File: src/core/pkg_match_pkg.sv
package pkg_match_pkg;

    // widths
    localparam int NUM_MATCH = 8;
    localparam int NUM_OUT   = 8;
    localparam int CNT_W     = 32;
    localparam int RUN_W     = 8;

    // register byte offsets
    localparam logic [11:0] CTRL_OFFS     = 12'h000;
    localparam logic [11:0] SELECT_OFFS   = 12'h004;
    localparam logic [11:0] OUTSET_OFFS   = 12'h008;
    localparam logic [11:0] RUNLEN_OFFS   = 12'h00c;
    localparam logic [11:0] INITVAL_OFFS  = 12'h010;
    localparam logic [11:0] ROLLVAL_OFFS  = 12'h014;
    localparam logic [11:0] COUNT_OFFS    = 12'h018;
    localparam logic [11:0] STATUS_OFFS   = 12'h01c;
    localparam logic [11:0] IRQMASK_OFFS  = 12'h020;
    localparam logic [11:0] OUTSTATE_OFFS = 12'h024;
    localparam logic [11:0] ACTION_OFFS   = 12'h028;

    // control field positions
    localparam int CTRL_MODE_LSB = 0;
    localparam int CTRL_DISABLE  = 4;
    localparam int CTRL_AT_MATCH = 5;
    localparam int CTRL_DOWN     = 6;
    localparam int ACT_RELOAD    = 0;
    localparam int ACT_OUT_CLEAR = 1;

    // status bits
    localparam int ST_FIRE  = 0;
    localparam int ST_OUTON = 1;
    localparam int ST_ROLL  = 2;

    // reset values
    localparam logic [31:0]      CTRL_RST    = 32'h0000_0000;
    localparam logic [NUM_MATCH-1:0] SELECT_RST = 8'h01;
    localparam logic [NUM_OUT-1:0]   OUTSET_RST = 8'h01;
    localparam logic [RUN_W-1:0]     RUNLEN_RST = 8'h01;
    localparam logic [CNT_W-1:0]     INIT_RST   = 32'h0000_0000;
    localparam logic [CNT_W-1:0]     ROLL_RST   = 32'h7735_9400;

    typedef enum logic [2:0] {
        MODE_READ,
        MODE_NOREAD,
        MODE_MATCH,
        MODE_READ_NOMATCH,
        MODE_NOREAD_OR_NOMATCH,
        MODE_NOMATCH
    } pkg_mode_t;

    // per-cycle events from decoder, match table and trigger
    typedef struct packed {
        logic                 trigEnd;
        logic                 decodeValid;
        logic [NUM_MATCH-1:0] decoded;
        logic [NUM_MATCH-1:0] satisfied;
    } match_ev_t;

endpackage : pkg_match_pkg

File: src/core/package_match_output_logic.sv
`timescale 1ns/10ps
`default_nettype none

module package_match_output_logic
    import pkg_match_pkg::*;
(
    input  wire logic               ref_clk,
    input  wire logic               resetn,
    input  wire match_ev_t          matchEv,
    input  wire logic               psel,
    input  wire logic               penable,
    input  wire logic               pwrite,
    input  wire logic [11:0]        paddr,
    input  wire logic [31:0]        pwdata,
    output logic [31:0]             prdata,
    output logic                    pready,
    output logic                    pslverr,
    output logic [NUM_OUT-1:0]      discreteOut,
    output logic                    irq
);

    ////////////////////////////////////////////////////////////////////////
    // registers
    logic [31:0]          ctrl;
    logic [NUM_MATCH-1:0] selectMask;
    logic [NUM_OUT-1:0]   outSet;
    logic [RUN_W-1:0]     runLen;
    logic [CNT_W-1:0]     initVal;
    logic [CNT_W-1:0]     rollVal;
    logic [CNT_W-1:0]     count;
    logic [2:0]           status;
    logic [2:0]           irqMask;
    logic [RUN_W-1:0]     runCount;
    logic [NUM_MATCH-1:0] seenDecoded;
    logic [NUM_MATCH-1:0] seenSatisfied;
    logic                 seenRead;
    logic                 firedInWindow;
    logic                 countedInWindow;
    logic                 reloadReq;
    logic                 outClearReq;

    pkg_mode_t mode;
    logic      disabled;
    logic      atMatch;
    logic      wrEn;
    logic      rdEn;
    logic      addrOk;

    assign mode     = pkg_mode_t'(ctrl[CTRL_MODE_LSB +: 3]);
    assign disabled = ctrl[CTRL_DISABLE];
    assign atMatch  = ctrl[CTRL_AT_MATCH];
    assign wrEn     = psel && penable && pwrite;
    assign rdEn     = psel && !penable && !pwrite;
    assign addrOk   = (paddr <= ACTION_OFFS) && (paddr[1:0] == 2'b00);

    ////////////////////////////////////////////////////////////////////////
    // evaluation: accumulate over the trigger window
    logic [NUM_MATCH-1:0] decAcc;
    logic [NUM_MATCH-1:0] satAcc;
    logic                 allDecoded;
    logic                 allSatisfied;
    logic                 validRead;
    logic                 readNow;
    logic                 noRead;
    logic                 noMatch;
    logic                 cond;
    logic                 evalPoint;
    logic                 fire;
    logic                 miss;

    assign decAcc       = seenDecoded | (matchEv.decodeValid ? matchEv.decoded : '0);
    assign satAcc       = seenSatisfied | (matchEv.decodeValid ? matchEv.satisfied : '0);
    assign allDecoded   = ((decAcc & selectMask) == selectMask);
    assign allSatisfied = ((satAcc & selectMask) == selectMask);
    assign validRead    = allSatisfied;
    assign readNow      = seenRead || matchEv.decodeValid;
    assign noRead       = matchEv.trigEnd && !validRead;
    assign noMatch      = readNow && !allSatisfied;

    // condition per mode; at-match timing in read and match modes evaluates on each decode until one fires
    always_comb begin
        cond = 1'b0;
        case (mode)
            MODE_READ:              cond = allDecoded;
            MODE_NOREAD:            cond = noRead;
            MODE_MATCH:             cond = allSatisfied;
            MODE_READ_NOMATCH:      cond = readNow && allDecoded && !allSatisfied;
            MODE_NOREAD_OR_NOMATCH: cond = noRead || (matchEv.trigEnd && noMatch);
            MODE_NOMATCH:           cond = noMatch;
            default:                cond = 1'b0;
        endcase
    end

    // no-read style modes can only be judged at trigger end
    always_comb begin
        evalPoint = matchEv.trigEnd;
        if (atMatch && (mode == MODE_READ || mode == MODE_MATCH)) begin
            evalPoint = matchEv.decodeValid && !firedInWindow;
        end
    end

    assign fire = !disabled && evalPoint && cond;
    assign miss = !disabled && matchEv.trigEnd && !cond && !firedInWindow;

    // window accumulators, cleared at trigger end
    always_ff @(posedge ref_clk or negedge resetn) begin
        if (!resetn) begin
            seenDecoded   <= '0;
            seenSatisfied <= '0;
            seenRead      <= 1'b0;
            firedInWindow <= 1'b0;
        end else if (matchEv.trigEnd) begin
            seenDecoded   <= '0;
            seenSatisfied <= '0;
            seenRead      <= 1'b0;
            firedInWindow <= 1'b0;
        end else begin
            seenDecoded   <= decAcc;
            seenSatisfied <= satAcc;
            seenRead      <= readNow;
            if (fire) begin
                firedInWindow <= 1'b1;
            end
        end
    end

    ////////////////////////////////////////////////////////////////////////
    // consecutive-run qualifier and outputs
    logic runDone;
    assign runDone = fire && ({1'b0, runCount} + 9'd1 >= {1'b0, runLen});

    always_ff @(posedge ref_clk or negedge resetn) begin
        if (!resetn) begin
            runCount <= '0;
        end else if (miss) begin
            runCount <= '0;
        end else if (fire && runCount != '1) begin
            runCount <= runCount + 8'h01;
        end
    end

    // outputs latch on; software clears them
    always_ff @(posedge ref_clk or negedge resetn) begin
        if (!resetn) begin
            discreteOut <= '0;
        end else if (runDone) begin
            discreteOut <= discreteOut | outSet;
        end else if (outClearReq) begin
            discreteOut <= '0;
        end
    end

    ////////////////////////////////////////////////////////////////////////
    // package counter
    logic countStep;
    logic atRoll;
    assign countStep = !disabled && validRead && !countedInWindow && matchEv.decodeValid;
    assign atRoll    = (count == rollVal);

    always_ff @(posedge ref_clk or negedge resetn) begin
        if (!resetn) begin
            countedInWindow <= 1'b0;
        end else if (matchEv.trigEnd) begin
            countedInWindow <= 1'b0;
        end else if (countStep) begin
            countedInWindow <= 1'b1;
        end
    end

    // power-up value is the initial value reset constant
    always_ff @(posedge ref_clk or negedge resetn) begin
        if (!resetn) begin
            count <= INIT_RST;
        end else if (reloadReq) begin
            count <= initVal;
        end else if (countStep) begin
            if (atRoll) begin
                count <= initVal;
            end else if (ctrl[CTRL_DOWN]) begin
                count <= count - 32'h0000_0001;
            end else begin
                count <= count + 32'h0000_0001;
            end
        end
    end

    ////////////////////////////////////////////////////////////////////////
    // sticky status, write one to clear, set wins
    logic [2:0] evBits;
    logic [2:0] clrBits;
    assign evBits  = {countStep && atRoll, runDone, fire};
    assign clrBits = (wrEn && paddr == STATUS_OFFS) ? pwdata[2:0] : 3'b000;

    always_ff @(posedge ref_clk or negedge resetn) begin
        if (!resetn) begin
            status <= 3'b000;
            irq    <= 1'b0;
        end else begin
            status <= (status & ~clrBits) | evBits;
            irq    <= |(((status & ~clrBits) | evBits) & irqMask);
        end
    end

    ////////////////////////////////////////////////////////////////////////
    // apb writes
    always_ff @(posedge ref_clk or negedge resetn) begin
        if (!resetn) begin
            ctrl        <= CTRL_RST;
            selectMask  <= SELECT_RST;
            outSet      <= OUTSET_RST;
            runLen      <= RUNLEN_RST;
            initVal     <= INIT_RST;
            rollVal     <= ROLL_RST;
            irqMask     <= 3'b000;
            reloadReq   <= 1'b0;
            outClearReq <= 1'b0;
        end else begin
            reloadReq   <= 1'b0;
            outClearReq <= 1'b0;
            if (wrEn) begin
                if (paddr == CTRL_OFFS) begin
                    ctrl <= {25'h0, pwdata[6:0]};
                end else if (paddr == SELECT_OFFS) begin
                    selectMask <= pwdata[NUM_MATCH-1:0];
                end else if (paddr == OUTSET_OFFS) begin
                    outSet <= pwdata[NUM_OUT-1:0];
                end else if (paddr == RUNLEN_OFFS) begin
                    runLen <= pwdata[RUN_W-1:0];
                end else if (paddr == INITVAL_OFFS) begin
                    initVal <= pwdata;
                end else if (paddr == ROLLVAL_OFFS) begin
                    rollVal <= pwdata;
                end else if (paddr == IRQMASK_OFFS) begin
                    irqMask <= pwdata[2:0];
                end else if (paddr == ACTION_OFFS) begin
                    reloadReq   <= pwdata[ACT_RELOAD];                          // first run of application
                    outClearReq <= pwdata[ACT_OUT_CLEAR];
                end
            end
        end
    end

    // apb read data captured in setup, no wait state
    always_ff @(posedge ref_clk or negedge resetn) begin
        if (!resetn) begin
            prdata <= 32'h0000_0000;
        end else if (rdEn) begin
            if (paddr == CTRL_OFFS) begin
                prdata <= ctrl;
            end else if (paddr == SELECT_OFFS) begin
                prdata <= {24'h0, selectMask};
            end else if (paddr == OUTSET_OFFS) begin
                prdata <= {24'h0, outSet};
            end else if (paddr == RUNLEN_OFFS) begin
                prdata <= {24'h0, runLen};
            end else if (paddr == INITVAL_OFFS) begin
                prdata <= initVal;
            end else if (paddr == ROLLVAL_OFFS) begin
                prdata <= rollVal;
            end else if (paddr == COUNT_OFFS) begin
                prdata <= count;
            end else if (paddr == STATUS_OFFS) begin
                prdata <= {29'h0, status};
            end else if (paddr == IRQMASK_OFFS) begin
                prdata <= {29'h0, irqMask};
            end else if (paddr == OUTSTATE_OFFS) begin
                prdata <= {16'h0, runCount, discreteOut};
            end else begin
                prdata <= 32'h0000_0000;
            end
        end
    end

    // ready in access cycle; error flags unmapped addresses
    always_ff @(posedge ref_clk or negedge resetn) begin
        if (!resetn) begin
            pready  <= 1'b0;
            pslverr <= 1'b0;
        end else begin
            pready  <= psel && !penable;
            pslverr <= psel && !penable && !addrOk;
        end
    end

endmodule : package_match_output_logic

`default_nettype wire

File: config.mk
export PLATFORM = sky130hd
export DESIGN_NAME = package_match_output_logic
export DESIGN_NICKNAME = d
export VERILOG_FILES = /design/src/core/pkg_match_pkg.sv /design/src/core/package_match_output_logic.sv
export SDC_FILE = /design/constraint.sdc
export NUM_CORES = 1
export LEC_CHECK = 0
export ABC_CLOCK_PERIOD_IN_PS = 3750
export BUFFER_PORTS_ARGS = -buffer_cell sky130_fd_sc_hd__buf_2
export CAP_MARGIN = 5
export CORE_MARGIN = 3
export CORE_UTILIZATION = 30
export CTS_CLUSTER_SIZE = 14
export DETAILED_ROUTE_END_ITERATION = 7
export HOLD_SLACK_MARGIN = 0.05
export PLACE_DENSITY = 0.47
export SYNTH_ARGS = -nofsm -noshare
export SYNTH_HDL_FRONTEND = slang
export SYNTH_SLANG_ARGS = --single-unit
File: constraint.sdc
create_clock -name ref_clk -period 3.75 [get_ports ref_clk]
set_input_delay 0.375 -clock ref_clk [delete_from_list [all_inputs] [get_ports ref_clk]]
set_output_delay 0.375 -clock ref_clk [all_outputs]
set_load 0.05 [all_outputs]
After elaboration in Yosys (flattened, before gate mapping)
Index checks and enable logic that the tools add are counted.
{"block": "word_totals", "register_bits": 205, "input_bits": 67, "output_inout_bits": 43, "word_cells": 162}
{"block": "op_classes", "n_addsub": 4, "order_cmp": 2, "eq_ne": 19, "muxes": 48, "n_bitwise": 15, "reduce_logical": 52}
{"operator": "two-way mux 32 bit", "count": 11}
{"operator": "two-way mux 8 bit", "count": 8}
{"operator": "equality test 12 x 5 -> 1 bit (second input constant)", "count": 4}
{"operator": "two-way mux 16 bit", "count": 3}
{"operator": "equality test 12 x 6 -> 1 bit (second input constant)", "count": 3}
{"operator": "adder 32 x 1 -> 32 bit (second input constant)", "count": 1}
{"operator": "equality test 32 bit", "count": 1}
{"operator": "subtractor 32 x 1 -> 32 bit (second input constant)", "count": 1}
{"operator": "logical AND 1 bit", "count": 25}
{"operator": "equality test 12 x 4 -> 1 bit (second input constant)", "count": 2}
{"operator": "two-way mux 1 bit", "count": 24}
{"operator": "bitwise OR 8 bit", "count": 3}
{"operator": "bitwise AND 8 bit", "count": 2}
{"operator": "equality test 8 bit", "count": 2}
{"operator": "equality test 12 x 3 -> 1 bit (second input constant)", "count": 1}
{"operator": "less-or-equal comparator 12 x 6 -> 1 bit (second input constant)", "count": 1}
{"operator": "zero test 12 bit", "count": 1}
{"operator": "nonzero test 2 bit", "count": 5}
{"operator": "adder 8 x 1 -> 9 bit (second input constant)", "count": 1}
{"operator": ">= comparator 9 x 8 -> 1 bit", "count": 1}
{"operator": "adder 8 x 1 -> 8 bit (second input constant)", "count": 1}
{"operator": "zero test 1 bit", "count": 8}
{"operator": "!= test 8 bit (second input constant)", "count": 1}
{"operator": "AND reduction 8 bit", "count": 1}
{"operator": "other kinds (19)", "count": 29}

Longest topological paths before layout
Gate-level depths: netlist of the first run.
{"block": "logic_depth", "depth_word": 14, "ltp_mapped": 13, "mapped_depth_nobuf": 12}

Least setup slack after synthesis of the first run
OpenSTA, ideal clock, no wires.
{"block": "synth_timing", "path_kind": "flip-flop to flip-flop", "start": "register ctrl[6]", "end": "register count[30]", "setup_ps": 77, "arrival_ps": 3315, "required_ps": 3673, "slack_ps": 357, "stages_incl_launch_ff": 12, "n_path_buf": 0, "synth_period_minus_slack_ps": 3393, "path_cell_list": "dfrtp_1 > ha_1 > and3_1 > a221oi_1 > o21ai_1 > a2111o_1 > o31ai_1 > a21oi_1 > a2111oi_1 > xnor2_1 > nand2_1 > a21oi_1"}
{"block": "synth_via", "elab_chain_len": 4}
{"item": "from (decl)", "line_no": "package_match_output_logic.sv:24", "text": "logic [31:0] ctrl;"}
{"item": "from (signal assigned)", "line_no": "package_match_output_logic.sv:222", "text": "ctrl <= {25'h0, pwdata[6:0]};"}
{"item": "two-way mux 32 bit", "line_no": "package_match_output_logic.sv:179", "text": "end else if (ctrl[CTRL_DOWN]) begin"}
{"item": "two-way mux 32 bit", "line_no": "package_match_output_logic.sv:177", "text": "if (atRoll) begin"}
{"item": "two-way mux 32 bit", "line_no": "package_match_output_logic.sv:176", "text": "end else if (countStep) begin"}
{"item": "two-way mux 32 bit", "line_no": "package_match_output_logic.sv:174", "text": "end else if (reloadReq) begin"}
{"item": "to (signal assigned)", "line_no": "package_match_output_logic.sv:175", "text": "count <= initVal;"}
{"item": "to (signal assigned)", "line_no": "package_match_output_logic.sv:178", "text": "count <= initVal;"}
{"item": "to (signal assigned)", "line_no": "package_match_output_logic.sv:180", "text": "count <= count - 32'h0000_0001;"}
{"item": "to (decl)", "line_no": "package_match_output_logic.sv:30", "text": "logic [CNT_W-1:0] count;"}
No other way between the ends. The select of a mux whose other input is x is not followed.
A chain may end at the register's enable or synchronous reset.

Final worst setup path of the first run
Ends and elaborated chain as after synthesis.

==> summary.txt, run 1 <==
Global route
  – Global Route Usage Sum: 17.4%
  – Global-route congestion overflow total: 0
  – Maximum number of pins on one net before global-route repair: 92
  – Vias in the first global route: 8772
  – First-pass GRT wire length: 53700 um
  – Number of antenna violations at the first check in global routing: 2

Routing
  – Routed vias/inst: 5.23
  – Detailed-routing iteration count for the pre-antenna-repair pass: 7
  – Overall routed net length: 34800 um
  – Via Count: 8812
  – DRT antenna net count: 0
  – Number of violations reported at the end of detailed-routing iteration 0: 646
  – Wirelength per Cell: 20.7 um
  – Number of design rule violations left after detail routing: 0

Final layout
  – Area Growth Syn to Fin: 17.6%
  – Nets@finish: 1307
  – Commonest cells after routing, fill and taps aside: 188 x sky130_fd_sc_hd__dfrtp_1, 108 x sky130_fd_sc_hd__buf_2, 101 x sky130_fd_sc_hd__nand2_1
  – Final-layout fill cell count: 3751
  – Most frequent standard cell in the layout excluding fill and tap cells: sky130_fd_sc_hd__dfrtp_1
  – Fin cells: 1686
  – Layout cell share with drive strength beyond 1: 25.0%

Synth
  – Cell types occupying the most area after synthesis: sky130_fd_sc_hd__dfrtp_1 42%, sky130_fd_sc_hd__mux2_2 9.2%, sky130_fd_sc_hd__ha_1 4.3%, sky130_fd_sc_hd__dfstp_2 3.7%, sky130_fd_sc_hd__a21oi_1 3.6%
  – Synth async-reset ratio: 100%
  – Primary FF master, synth: sky130_fd_sc_hd__dfrtp_1
  – Yosys cell types: 66
  – Average footprint of a synthesized cell: 10.4 um2
  – Number of enable-type register cells in the synthesized netlist: 0
  – Synth area leader: sky130_fd_sc_hd__dfrtp_1
  – Number of register bits inferred by synthesis: 205
  – Total number of yosys warnings: 0
  – Proportion of netlist area held by the largest area contributor: 42.0%
  – Sequential-to-total area share from yosys stat: 45.8%
  – Post-synthesis net count: 1193
  – Syn Inst Count: 1086
  – Post-Syn Area: 0.0112 mm2

Critical path
  – Most used cell, CP: sky130_fd_sc_hd__a21oi_1
  – Type of destination of the critical path: flip-flop
  – Data required time of the critical path: 4.20 ns
  – Number of cells traversed by the worst register-to-register path: 11
  – Crit path max fanout: 14
  – Count of buffering cells on the critical path with inverters included: 0
  – Startpoint class of the critical path: flip-flop
  – Worst-path cell chain: ha_1 > a21o_1 > a221oi_1 > o21ai_1 > a2111o_1 > o31ai_1 > a21oi_1 > a2111oi_1 > xnor2_1 > nand2_1 > a21oi_1
  – Arrival time of data at the critical path endpoint: 3.81 ns
  – Critical path type: reg -> reg
  – CP max stage cell: sky130_fd_sc_hd__dfrtp_2
  – Critical register-to-register path endpoint: count[30]
  – Largest delay contributor family on the critical path: compound AO/OA/AOI/OAI gates
  – Crit path largest cell delay: 0.52 ns
  – Worst R2R Setup Slack: 0.39 ns
  – Reg-to-reg startpoint: ctrl[6]

Clock network
  – Number of H-tree levels: 1
  – Root buffer cell: sky130_fd_sc_hd__clkbuf_16
  – Clk buf depth: 3
  – TritonCTS clock tree: done
  – Clk Latency, worst-skew pair: 0.52 ns
  – Number of sinks on the clock net: 205
  – Clock-pin slew reported for the worst setup and hold paths after clock tree synthesis: 0.06 ns
  – Number of buffers inserted to repair setup after CTS: 0
  – Number of buffers created by CTS: 25

Floorplanning
  – Die outline height: 200 um
  – Width of the chip: 200 um
  – Number of core rows: 70
  – Area enclosed by the die boundary: 0.0399 mm2
  – Count of pins on the block boundary: 110
  – Effective utilization at floorplan: 30.6%
  – Floorplan core area: 0.0368 mm2

STA
  – Rel. slew slack: 35.7%
  – Fin. max-slew vios: 0
  – Total negative setup slack: 0 ns
  – Final setup margin: 0.390 ns
  – Final clock skew: 0.0124 ns
  – Post-route worst hold slack: 0.0701 ns
  – RSZ-0062 raised after global routing: no
  – F_max: 298 MHz
  – Count of endpoints failing setup in the final report: 0
  – Fin crit period: 3.36 ns
  – Least-Margin Pin Slew: 0.964 ns
  – Final critical-path share of the clock period: 89.6%
  – Final number of hold-violating endpoints: 0

Run status
  – Run status: completed

Placement
  – DP Cell Count: 1640
  – Count of port buffers added during placement: 109
  – Post-DP HPWL: 25500 um
  – Worst slack, placed: 0.251 ns
  – Last weighted congestion value of the routability-driven placer: 0.816

Power and ir drop
  – Power density relative to cell area: 437 mW/mm2
  – Total design power: 5.78 mW
  – Highest ir drop seen on vdd: 0.264 mV
  – Cell leakage power: 6.59 nW

Hold path
  – Worst hold path cell count: 2
  – Min-Delay Path Class: in -> reg
  – Capture endpoint of the worst hold path: pready
  – Start point of the worst min-delay path: penable

Job
  – Max-cap violations: 0
-- cell families (layout without fill, tap and decap cells) --
logic type / Yosys count / after routing / share of synthesized area (%)
fa+ha+maj: 40 / 40 / 4.52
compound gates: 286 / 286 / 16.7
xor+xnor: 65 / 65 / 5.06
buf+inv: 72 / 203 / 2.75
mux: 137 / 137 / 13.8
flops: 205 / 205 / 45.8
simple gates: 281 / 281 / 11.4
other cells: 0 / 1 / 0
-- worst max path at each step --
stage / start / endpoint / slack (ns) / cells past startpoint
6_report: ctrl[6] / count[30] / 0.39 / 11
3_3_place_gp: ctrl[6] / count[30] / 0.31 / 11
2_1_floorplan: ctrl[6] / count[30] / 0.36 / 11
4_1_cts: ctrl[6] / count[30] / 0.21 / 11
5_1_grt: ctrl[6] / count[30] / 0.12 / 11
3_5_place_dp: ctrl[6] / count[30] / 0.25 / 11
-- final cells by class --
cell class	instances	area, um2	area share (%)
multi-input cells	809	5820	44.0
flip-flops and latches	205	5150	39.0
repair buffers	138	788	5.96
clock buffers	39	748	5.66
well taps	468	586	4.43
inverters	21	78.8	0.596
clock inverters	5	52.6	0.397
diodes	1	2.50	0.0189
-- per-stage QoR --
step	utilization (%)	cell area [um2]
5_1_grt	35.9	13200
2_1_floorplan	-	11200
3_5_place_dp	33.7	12400
6_report	35.9	13200
3_3_place_gp	33.7	12400
4_1_cts	35.9	13200
-- metal layers --
layer | up-vias | GRT usage (%) | routed length [um] | part of all wire (%)
met2 | 189 | 29.1 | 16700 | 48
met1 | 4400 | 23.7 | 15900 | 46
li1 | 4184 | - | - | -
met4 | 2 | 4.65 | 791 | 2.3
met5 | - | 0 | 13 | 0.037
met3 | 37 | 2.21 | 1400 | 4.0
-- report_power, final --
part / total [mW] / internal [mW] / switching [mW]
Combinational: 0.900 / 0.359 / 0.541
Sequential: 2.53 / 2.34 / 0.189
Clock: 2.36 / 1.43 / 0.927
Total: 5.78 / 4.12 / 1.66
-- state kept, by name (all words and copies together) (netlist names), 7 cells and up --
name           cells
runCount           8
prdata            32
ctrl               7
selectMask         8
outSet             8
initVal           32
seenSatisfied      8
seenDecoded        8
count             32
discreteOut        8
rollVal           32
runLen             8
-- what timing repair did --
item / in CTS / in global routing
hold endpoints to repair: 80 / 0
endpoints found under the setup margin: 0 / 2
hold buffers: 1 / 0
gates resized for setup: 0 / 1
-- synthesized netlist by cell type (all sizes together) (18+ instances only) --
| library cell | count |
|---|---|
| mux2 | 92 |
| nor2 | 85 |
| o21ai | 61 |
| nand2b | 18 |
| inv | 21 |
| xor2 | 41 |
| o31ai | 27 |
| mux2i | 40 |
| a21oi | 85 |
| clkbuf | 42 |
| xnor2 | 24 |
| dfrtp | 189 |
| nand2 | 101 |
| ha | 39 |
| a21o | 21 |
Power figures use the tool's default switching activity.
==> run 2: changes to the inputs <==
CORE_ASPECT_RATIO = 0.6   (was default)
==> run 2 against run 1 <==
  * Power increased by 6.0%
  * Largest power group is now clock
  * Die area rose by 0.19%
  * Largest cell class unchanged
  * Wire length increased by 8.7%
  * Highest routed layer is now met4
  * Worst hold slack improved by 0.019 ns
==> summary.txt, run 2 (synthesis gave the netlist of run 1 again) <==
Clock network
  – Number of sinks on the clock net: 205 (unchanged)
  – Number of H-tree levels: 1 (unchanged)
  – Clock-pin slew reported for the worst setup and hold paths after clock tree synthesis: 0.06 ns (about the same)
  – Root buffer cell: sky130_fd_sc_hd__clkbuf_16
  – Clk buf depth: 3 (unchanged)
  – Clk Latency, worst-skew pair: 0.53 ns (about the same)
  – Number of buffers created by CTS: 24 (-4.0%)
  – TritonCTS clock tree: done

Power and ir drop
  – Power density relative to cell area: 457 mW/mm2 (+4.4%)
  – Cell leakage power: 6.67 nW (+1.2%)
  – Highest ir drop seen on vdd: 0.377 mV (+43%)
  – Total design power: 6.13 mW (+6.0%)

Routing
  – DR top layer: met4
  – Overall routed net length: 37900 um (+8.7%)
  – Wirelength per Cell: 21.9 um (+6.2%)
  – Number of violations reported at the end of detailed-routing iteration 0: 818 (+27%)
  – DRT antenna net count: 0 (unchanged)
  – Routed vias/inst: 5.22 (about the same)
  – Number of design rule violations left after detail routing: 0 (unchanged)
  – Detailed-routing iteration count for the pre-antenna-repair pass: 7 (unchanged)
  – Routed wl met2: 13700 um (-18%)
  – Via Count: 9015 (+2.3%)
  – Met1 layer wirelength in the final routing: 20600 um (+29%)
  – Met3 WL post-DR: 2970 um (+110%)

STA
  – Final critical-path share of the clock period: 90.8% (+1.2 points)
  – Final number of hold-violating endpoints: 0 (unchanged)
  – Fin. max-slew vios: 0 (unchanged)
  – Final clock skew: 0.00808 ns (-0.00436 ns)
  – Post-route worst hold slack: 0.0893 ns (+0.0192 ns)
  – Fin crit period: 3.41 ns (+0.0459 ns)
  – F_max: 294 MHz (-1.3%)
  – Rel. slew slack: 25.5% (-10 points)
  – RSZ-0062 raised after global routing: no
  – Final setup margin: 0.344 ns (-0.0459 ns)
  – Total negative setup slack: 0 ns (unchanged)
  – Least-Margin Pin Slew: 1.11 ns (+0.150 ns)
  – Count of endpoints failing setup in the final report: 0 (unchanged)

Global route
  – Global-route congestion overflow total: 0 (unchanged)
  – Maximum number of pins on one net before global-route repair: 115 (+25%)
  – Number of antenna violations at the first check in global routing: 2 (unchanged)
  – Vias in the first global route: 8709 (-0.72%)
  – First-pass GRT wire length: 57200 um (+6.6%)
  – Global Route Usage Sum: 18.8% (+1.5 points)

Critical path
  – Start point of the critical path: ctrl[6]
  – Critical path type: reg -> reg
  – Worst-path cell chain: buf_12 > ha_1 > and3_1 > a221oi_1 > o21ai_1 > a2111o_1 > o31ai_2 > a21oi_1 > a2111oi_1 > xnor2_1 > nand2_1 > a21oi_1
  – Data required time of the critical path: 4.20 ns (about the same)
  – Count of buffering cells on the critical path with inverters included: 1 (+1)
  – Largest delay contributor family on the critical path: compound AO/OA/AOI/OAI gates
  – Most used cell, CP: sky130_fd_sc_hd__a21oi_1
  – Startpoint class of the critical path: flip-flop
  – Reg-to-reg startpoint: ctrl[6]
  – Crit path largest cell delay: 0.46 ns (-0.06 ns)
  – Type of destination of the critical path: flip-flop
  – CP max stage cell: sky130_fd_sc_hd__dfrtp_1
  – Arrival time of data at the critical path endpoint: 3.85 ns (+0.04 ns)
  – Worst R2R Setup Slack: 0.34 ns (-0.05 ns)
  – Crit path max fanout: 18 (+4)

Final layout
  – Total inserted antenna cells: 0 (-1)
  – Nets@finish: 1311 (+0.31%)
  – Area Growth Syn to Fin: 19.3%
  – Fin cells: 1726 (+2.4%)
  – Layout cell share with drive strength beyond 1: 25.5% (+0.55 points)
  – Most frequent standard cell in the layout excluding fill and tap cells: sky130_fd_sc_hd__dfrtp_1
  – Commonest cells after routing, fill and taps aside: 189 x sky130_fd_sc_hd__dfrtp_1, 108 x sky130_fd_sc_hd__buf_2, 101 x sky130_fd_sc_hd__nand2_1

Floorplanning
  – Width of the chip: 256 um (+28%)
  – Die outline height: 156 um (-22%)
  – Count of pins on the block boundary: 110 (unchanged)
  – Area enclosed by the die boundary: 0.0399 mm2 (+0.19%)
  – Floorplan core area: 0.0366 mm2 (-0.45%)
  – Effective utilization at floorplan: 30.7% (+0.14 points)
  – Number of core rows: 54 (-23%)

Placement
  – Count of port buffers added during placement: 109 (unchanged)
  – DP Cell Count: 1680 (+2.4%)
  – Last weighted congestion value of the routability-driven placer: 0.899 (+10%)
  – Worst slack, placed: 0.289 ns (+0.0384 ns)
  – Post-DP HPWL: 28700 um (+12%)

Hold path
  – Min-Delay Path Class: in -> reg
  – Start point of the worst min-delay path: pwdata[21]

Run status
  – Run status: completed

Job
  – Max-cap violations: 0 (unchanged)
-- run 2: cell count changes in the layout (fill, tap and decap cells not counted), moves of 2 or more --
cell / previous run / this run
sky130_fd_sc_hd__bufinv_16: 1 / 5
sky130_fd_sc_hd__clkbuf_1: 7 / 3
sky130_fd_sc_hd__buf_4: 27 / 30
sky130_fd_sc_hd__clkbuf_8: 7 / 5
-- run 2: path summary, 6_finish.rpt --
kind,to,cells after the start
worst max-delay path,count[30],12
worst min-delay path,rollVal[21],2
worst max register to register,count[30],12
worst min register to register,prdata[5],2
max in group asynchronous,rollVal[15],3
min in group asynchronous,prdata[5],2
-- run 2: layout make-up --
type                       instances  area, um2
fill                            3701      23200
multi-input combinational        809       5830
sequential                       205       5150
timing repair buffer             143        841
clock buffer                      33        706
tap                              504        631
clock inverter                    11        188
inverter                          21       78.8
-- run 2: what timing repair did --
item                       in CTS  in global routing
buffers inserted                0                  0
setup endpoints to repair       0                  1
hold endpoints to repair      108                  0
hold buffers                    2                  0
resized for setup               0                  1
-- run 2: metal layers --
metal	global-route usage, %	vias up
li1	-	4203
met4	3.17	0
met1	31.2	4474
met5	0	-
met2	23.9	300
met3	4.77	38
-- run 2: per-stage QoR --
step	util [%]	cell area, um2
floorplan	-	11200
global placement	34.1	12500
detailed placement	34.1	12500
CTS	36.6	13400
global route	36.6	13400
finish	36.6	13400
-- run 2: report_power, final --
group          internal [mW]  total, mW  switching, mW
sequential              2.34       2.53          0.189
clock                   1.66       2.63          0.972
combinational          0.369      0.969          0.600
==> run 3: changes to the inputs <==
PLACE_DENSITY = default   (was 0.47)
==> run 3 against run 2 <==
  * Wire length fell by 4.8%
  * Worst hold slack improved by 0.0029 ns
  * Fmax fell by 2.8%
  * Critical path depth fell by 1
  * Clock-buffer cell count fell by 5
  * Power fell by 0.37%
  * First-iteration DRC count rose by 23%
  * Flip-flop and latch count did not move
  * Sequential share of layout area rose by 0.15 points
  * Worst setup slack got worse by 0.098 ns
  * Design area fell by 0.35%
  * Critical path type unchanged
  * Critical endpoint unchanged
  * Largest power group unchanged
==> summary.txt, run 3 (synthesis gave the netlist of run 1 again) <==
Power and ir drop
  – Relative contribution of sequential cells to total power: 41.5% (+0.3 points)
  – Combinational share of power: 15.1% (-0.7 points)
  – Clock power share: 43.5% (+0.5 points)
  – Highest ir drop seen on vdd: 0.402 mV (+6.7%)
  – Power density relative to cell area: 457 mW/mm2 (about the same)
  – Switching share of power: 28.5% (-0.26 points)
  – Design internal power: 4.37 mW (about the same)
  – Total design power: 6.11 mW (-0.37%)
  – Psw: 1.74 mW (-1.3%)
  – Cell leakage power: 6.64 nW (-0.37%)

Clock network
  – Number of sinks on the clock net: 205 (unchanged)
  – Number of buffers inserted to repair setup after CTS: 0 (unchanged)
  – Number of H-tree levels: 1 (unchanged)
  – Clk buf depth: 3 (unchanged)
  – Number of buffers created by CTS: 24 (unchanged)
  – Root buffer cell: sky130_fd_sc_hd__clkbuf_16
  – Clock-pin slew reported for the worst setup and hold paths after clock tree synthesis: 0.06 ns (about the same)
  – Clk Latency, worst-skew pair: 0.53 ns (about the same)
  – TritonCTS clock tree: done

Run status
  – Run status: completed

Final layout
  – Nets@finish: 1307 (-0.31%)
  – Reg area: 0.00515 mm2 (about the same)
  – Commonest cells after routing, fill and taps aside: 188 x sky130_fd_sc_hd__dfrtp_1, 108 x sky130_fd_sc_hd__buf_2, 101 x sky130_fd_sc_hd__nand2_1
  – Util after Layout: 36.5% (-0.13 points)
  – Final-layout fill cell count: 3669 (-0.86%)
  – Area Growth Syn to Fin: 18.9%
  – Total area of multi-input combinational cells: 0.00582 mm2 (-0.17%)
  – Layout cell share with drive strength beyond 1: 25.5% (-0.080 points)
  – Most frequent standard cell in the layout excluding fill and tap cells: sky130_fd_sc_hd__dfrtp_1

Critical path
  – Crit path max fanout: 15 (-3)
  – Data required time of the critical path: 4.19 ns (about the same)
  – Reg-to-reg startpoint: ctrl[6]
  – Number of cells traversed by the worst register-to-register path: 11 (-1)
  – Type of destination of the critical path: flip-flop
  – Critical register-to-register path endpoint: count[30]
  – Critical path type: reg -> reg
  – Start point of the critical path: ctrl[6]
  – Arrival time of data at the critical path endpoint: 3.94 ns (+0.09 ns)
  – Worst R2R Setup Slack: 0.25 ns (-0.10 ns)
  – Startpoint class of the critical path: flip-flop

Global route
  – Vias in the first global route: 8800 (+1.0%)
  – Global-route congestion overflow total: 0 (unchanged)
  – First-pass GRT wire length: 55100 um (-3.7%)
  – Global Route Usage Sum: 17.7% (-1.1 points)
  – Number of antenna violations at the first check in global routing: 3 (+1)
  – Maximum number of pins on one net before global-route repair: 75 (-35%)

STA
  – Rel. slew slack: 22.7% (-2.8 points)
  – Fin. max-slew vios: 0 (unchanged)
  – Count of endpoints failing setup in the final report: 0 (unchanged)
  – Final setup margin: 0.246 ns (-0.0977 ns)
  – Least-Margin Pin Slew: 1.16 ns (+0.0426 ns)
  – F_max: 285 MHz (-2.8%)
  – Fin crit period: 3.50 ns (+0.0977 ns)
  – Final number of hold-violating endpoints: 0 (unchanged)
  – RSZ-0062 raised after global routing: no
  – Final clock skew: 0.0280 ns (+0.0199 ns)
  – Final critical-path share of the clock period: 93.4% (+2.6 points)
  – Total negative setup slack: 0 ns (unchanged)

Placement
  – Worst slack, placed: 0.180 ns (-0.109 ns)
  – Post-DP HPWL: 27100 um (-5.6%)
  – Count of port buffers added during placement: 109 (unchanged)
  – Last weighted congestion value of the routability-driven placer: 0.967 (+7.5%)

Routing
  – Routed vias/inst: 5.33 (+2.1%)
  – Number of violations reported at the end of detailed-routing iteration 0: 1005 (+23%)
  – Overall routed net length: 36000 um (-4.8%)
  – Via Count: 9187 (+1.9%)
  – DRT antenna net count: 0 (unchanged)
  – Detailed-routing iteration count for the pre-antenna-repair pass: 6 (-1)
  – Number of design rule violations left after detail routing: 0 (unchanged)
  – Wirelength per Cell: 20.9 um (-4.6%)

Hold path
  – Capture endpoint of the worst hold path: rollVal[19]
  – Start point of the worst min-delay path: pwdata[19]
  – Min-Delay Path Class: in -> reg
  – Worst hold path cell count: 2 (unchanged)

Floorplanning
  – Effective utilization at floorplan: 30.7% (unchanged)
  – Count of pins on the block boundary: 110 (unchanged)
  – Number of core rows: 54 (unchanged)
  – Floorplan core area: 0.0366 mm2 (unchanged)
  – Die outline height: 156 um (unchanged)
  – Area enclosed by the die boundary: 0.0399 mm2 (unchanged)
  – Width of the chip: 256 um (unchanged)

Job
  – Max-cap violations: 0 (unchanged)
run 3: how the worst max path moves through the flow:
stage	to	slack, ns
5_1_grt	count[30]	0.04
3_5_place_dp	count[30]	0.18
4_1_cts	count[30]	0.14
6_report	count[30]	0.25
2_1_floorplan	count[30]	0.36
3_3_place_gp	count[30]	0.20
run 3: area by class of cell:
cell class / instances / share of cell area [%]
repair buffers: 139 / 5.96
clock buffers: 28 / 4.91
flip-flops and latches: 205 / 38.5
well taps: 504 / 4.72
diodes: 1 / 0.0187
inverters: 21 / 0.589
multi-input cells: 809 / 43.5
clock inverters: 16 / 1.79
run 3: stage by stage:
stage | cell area, um2 | std cells | hold WS, ns
after floorplan | 11200 | 1086 | 0.0794
after global placement | 12500 | 1676 | 0.398
after CTS | 13400 | 1722 | 0.0755
final | 13400 | 1723 | 0.0922
after detailed placement | 12500 | 1676 | 0.396
after global routing | 13400 | 1723 | 0.0869
run 3: routing by layer:
layer	part of all wire (%)	vias to the layer above	global-route usage [%]
met5	0.094	-	0
met4	1.5	6	3.61
met3	9.9	44	5.34
met2	39	355	23.8
met1	49	4581	27.6
li1	-	4201	-
run 3: power by group through the flow:
| stage | clock network, mW | logic (mW) | registers (mW) |
|---|---|---|---|
| CTS | 2.70 | 0.910 | 2.52 |
| global route | 2.80 | 1.02 | 2.55 |
| detailed placement | 0 | 0.903 | 2.56 |
| global placement | 0 | 0.890 | 2.56 |
| finish | 2.65 | 0.920 | 2.53 |
| floorplan | 0 | 0.597 | 2.49 |
run 3: timing repair:
| item | in CTS | in global routing |
|---|---|---|
| endpoints found under the setup margin | 0 | 2 |
| hold endpoints to repair | 56 | 0 |
| hold buffers | 2 | 0 |
| resized for setup | 0 | 2 |
run 3: critical path, stage by stage, from the launching register on:
cell and delay, ns:
sky130_fd_sc_hd__dfrtp_2 0.54, sky130_fd_sc_hd__ha_1 0.42, sky130_fd_sc_hd__and3_1 0.23, sky130_fd_sc_hd__a221oi_1 0.29, sky130_fd_sc_hd__o21ai_1 0.14, sky130_fd_sc_hd__a2111o_1 0.38, sky130_fd_sc_hd__o31ai_1 0.43, sky130_fd_sc_hd__a21oi_1 0.14
sky130_fd_sc_hd__a2111oi_1 0.47, sky130_fd_sc_hd__xnor2_1 0.18, sky130_fd_sc_hd__nand2_1 0.07, sky130_fd_sc_hd__a21oi_1 0.14
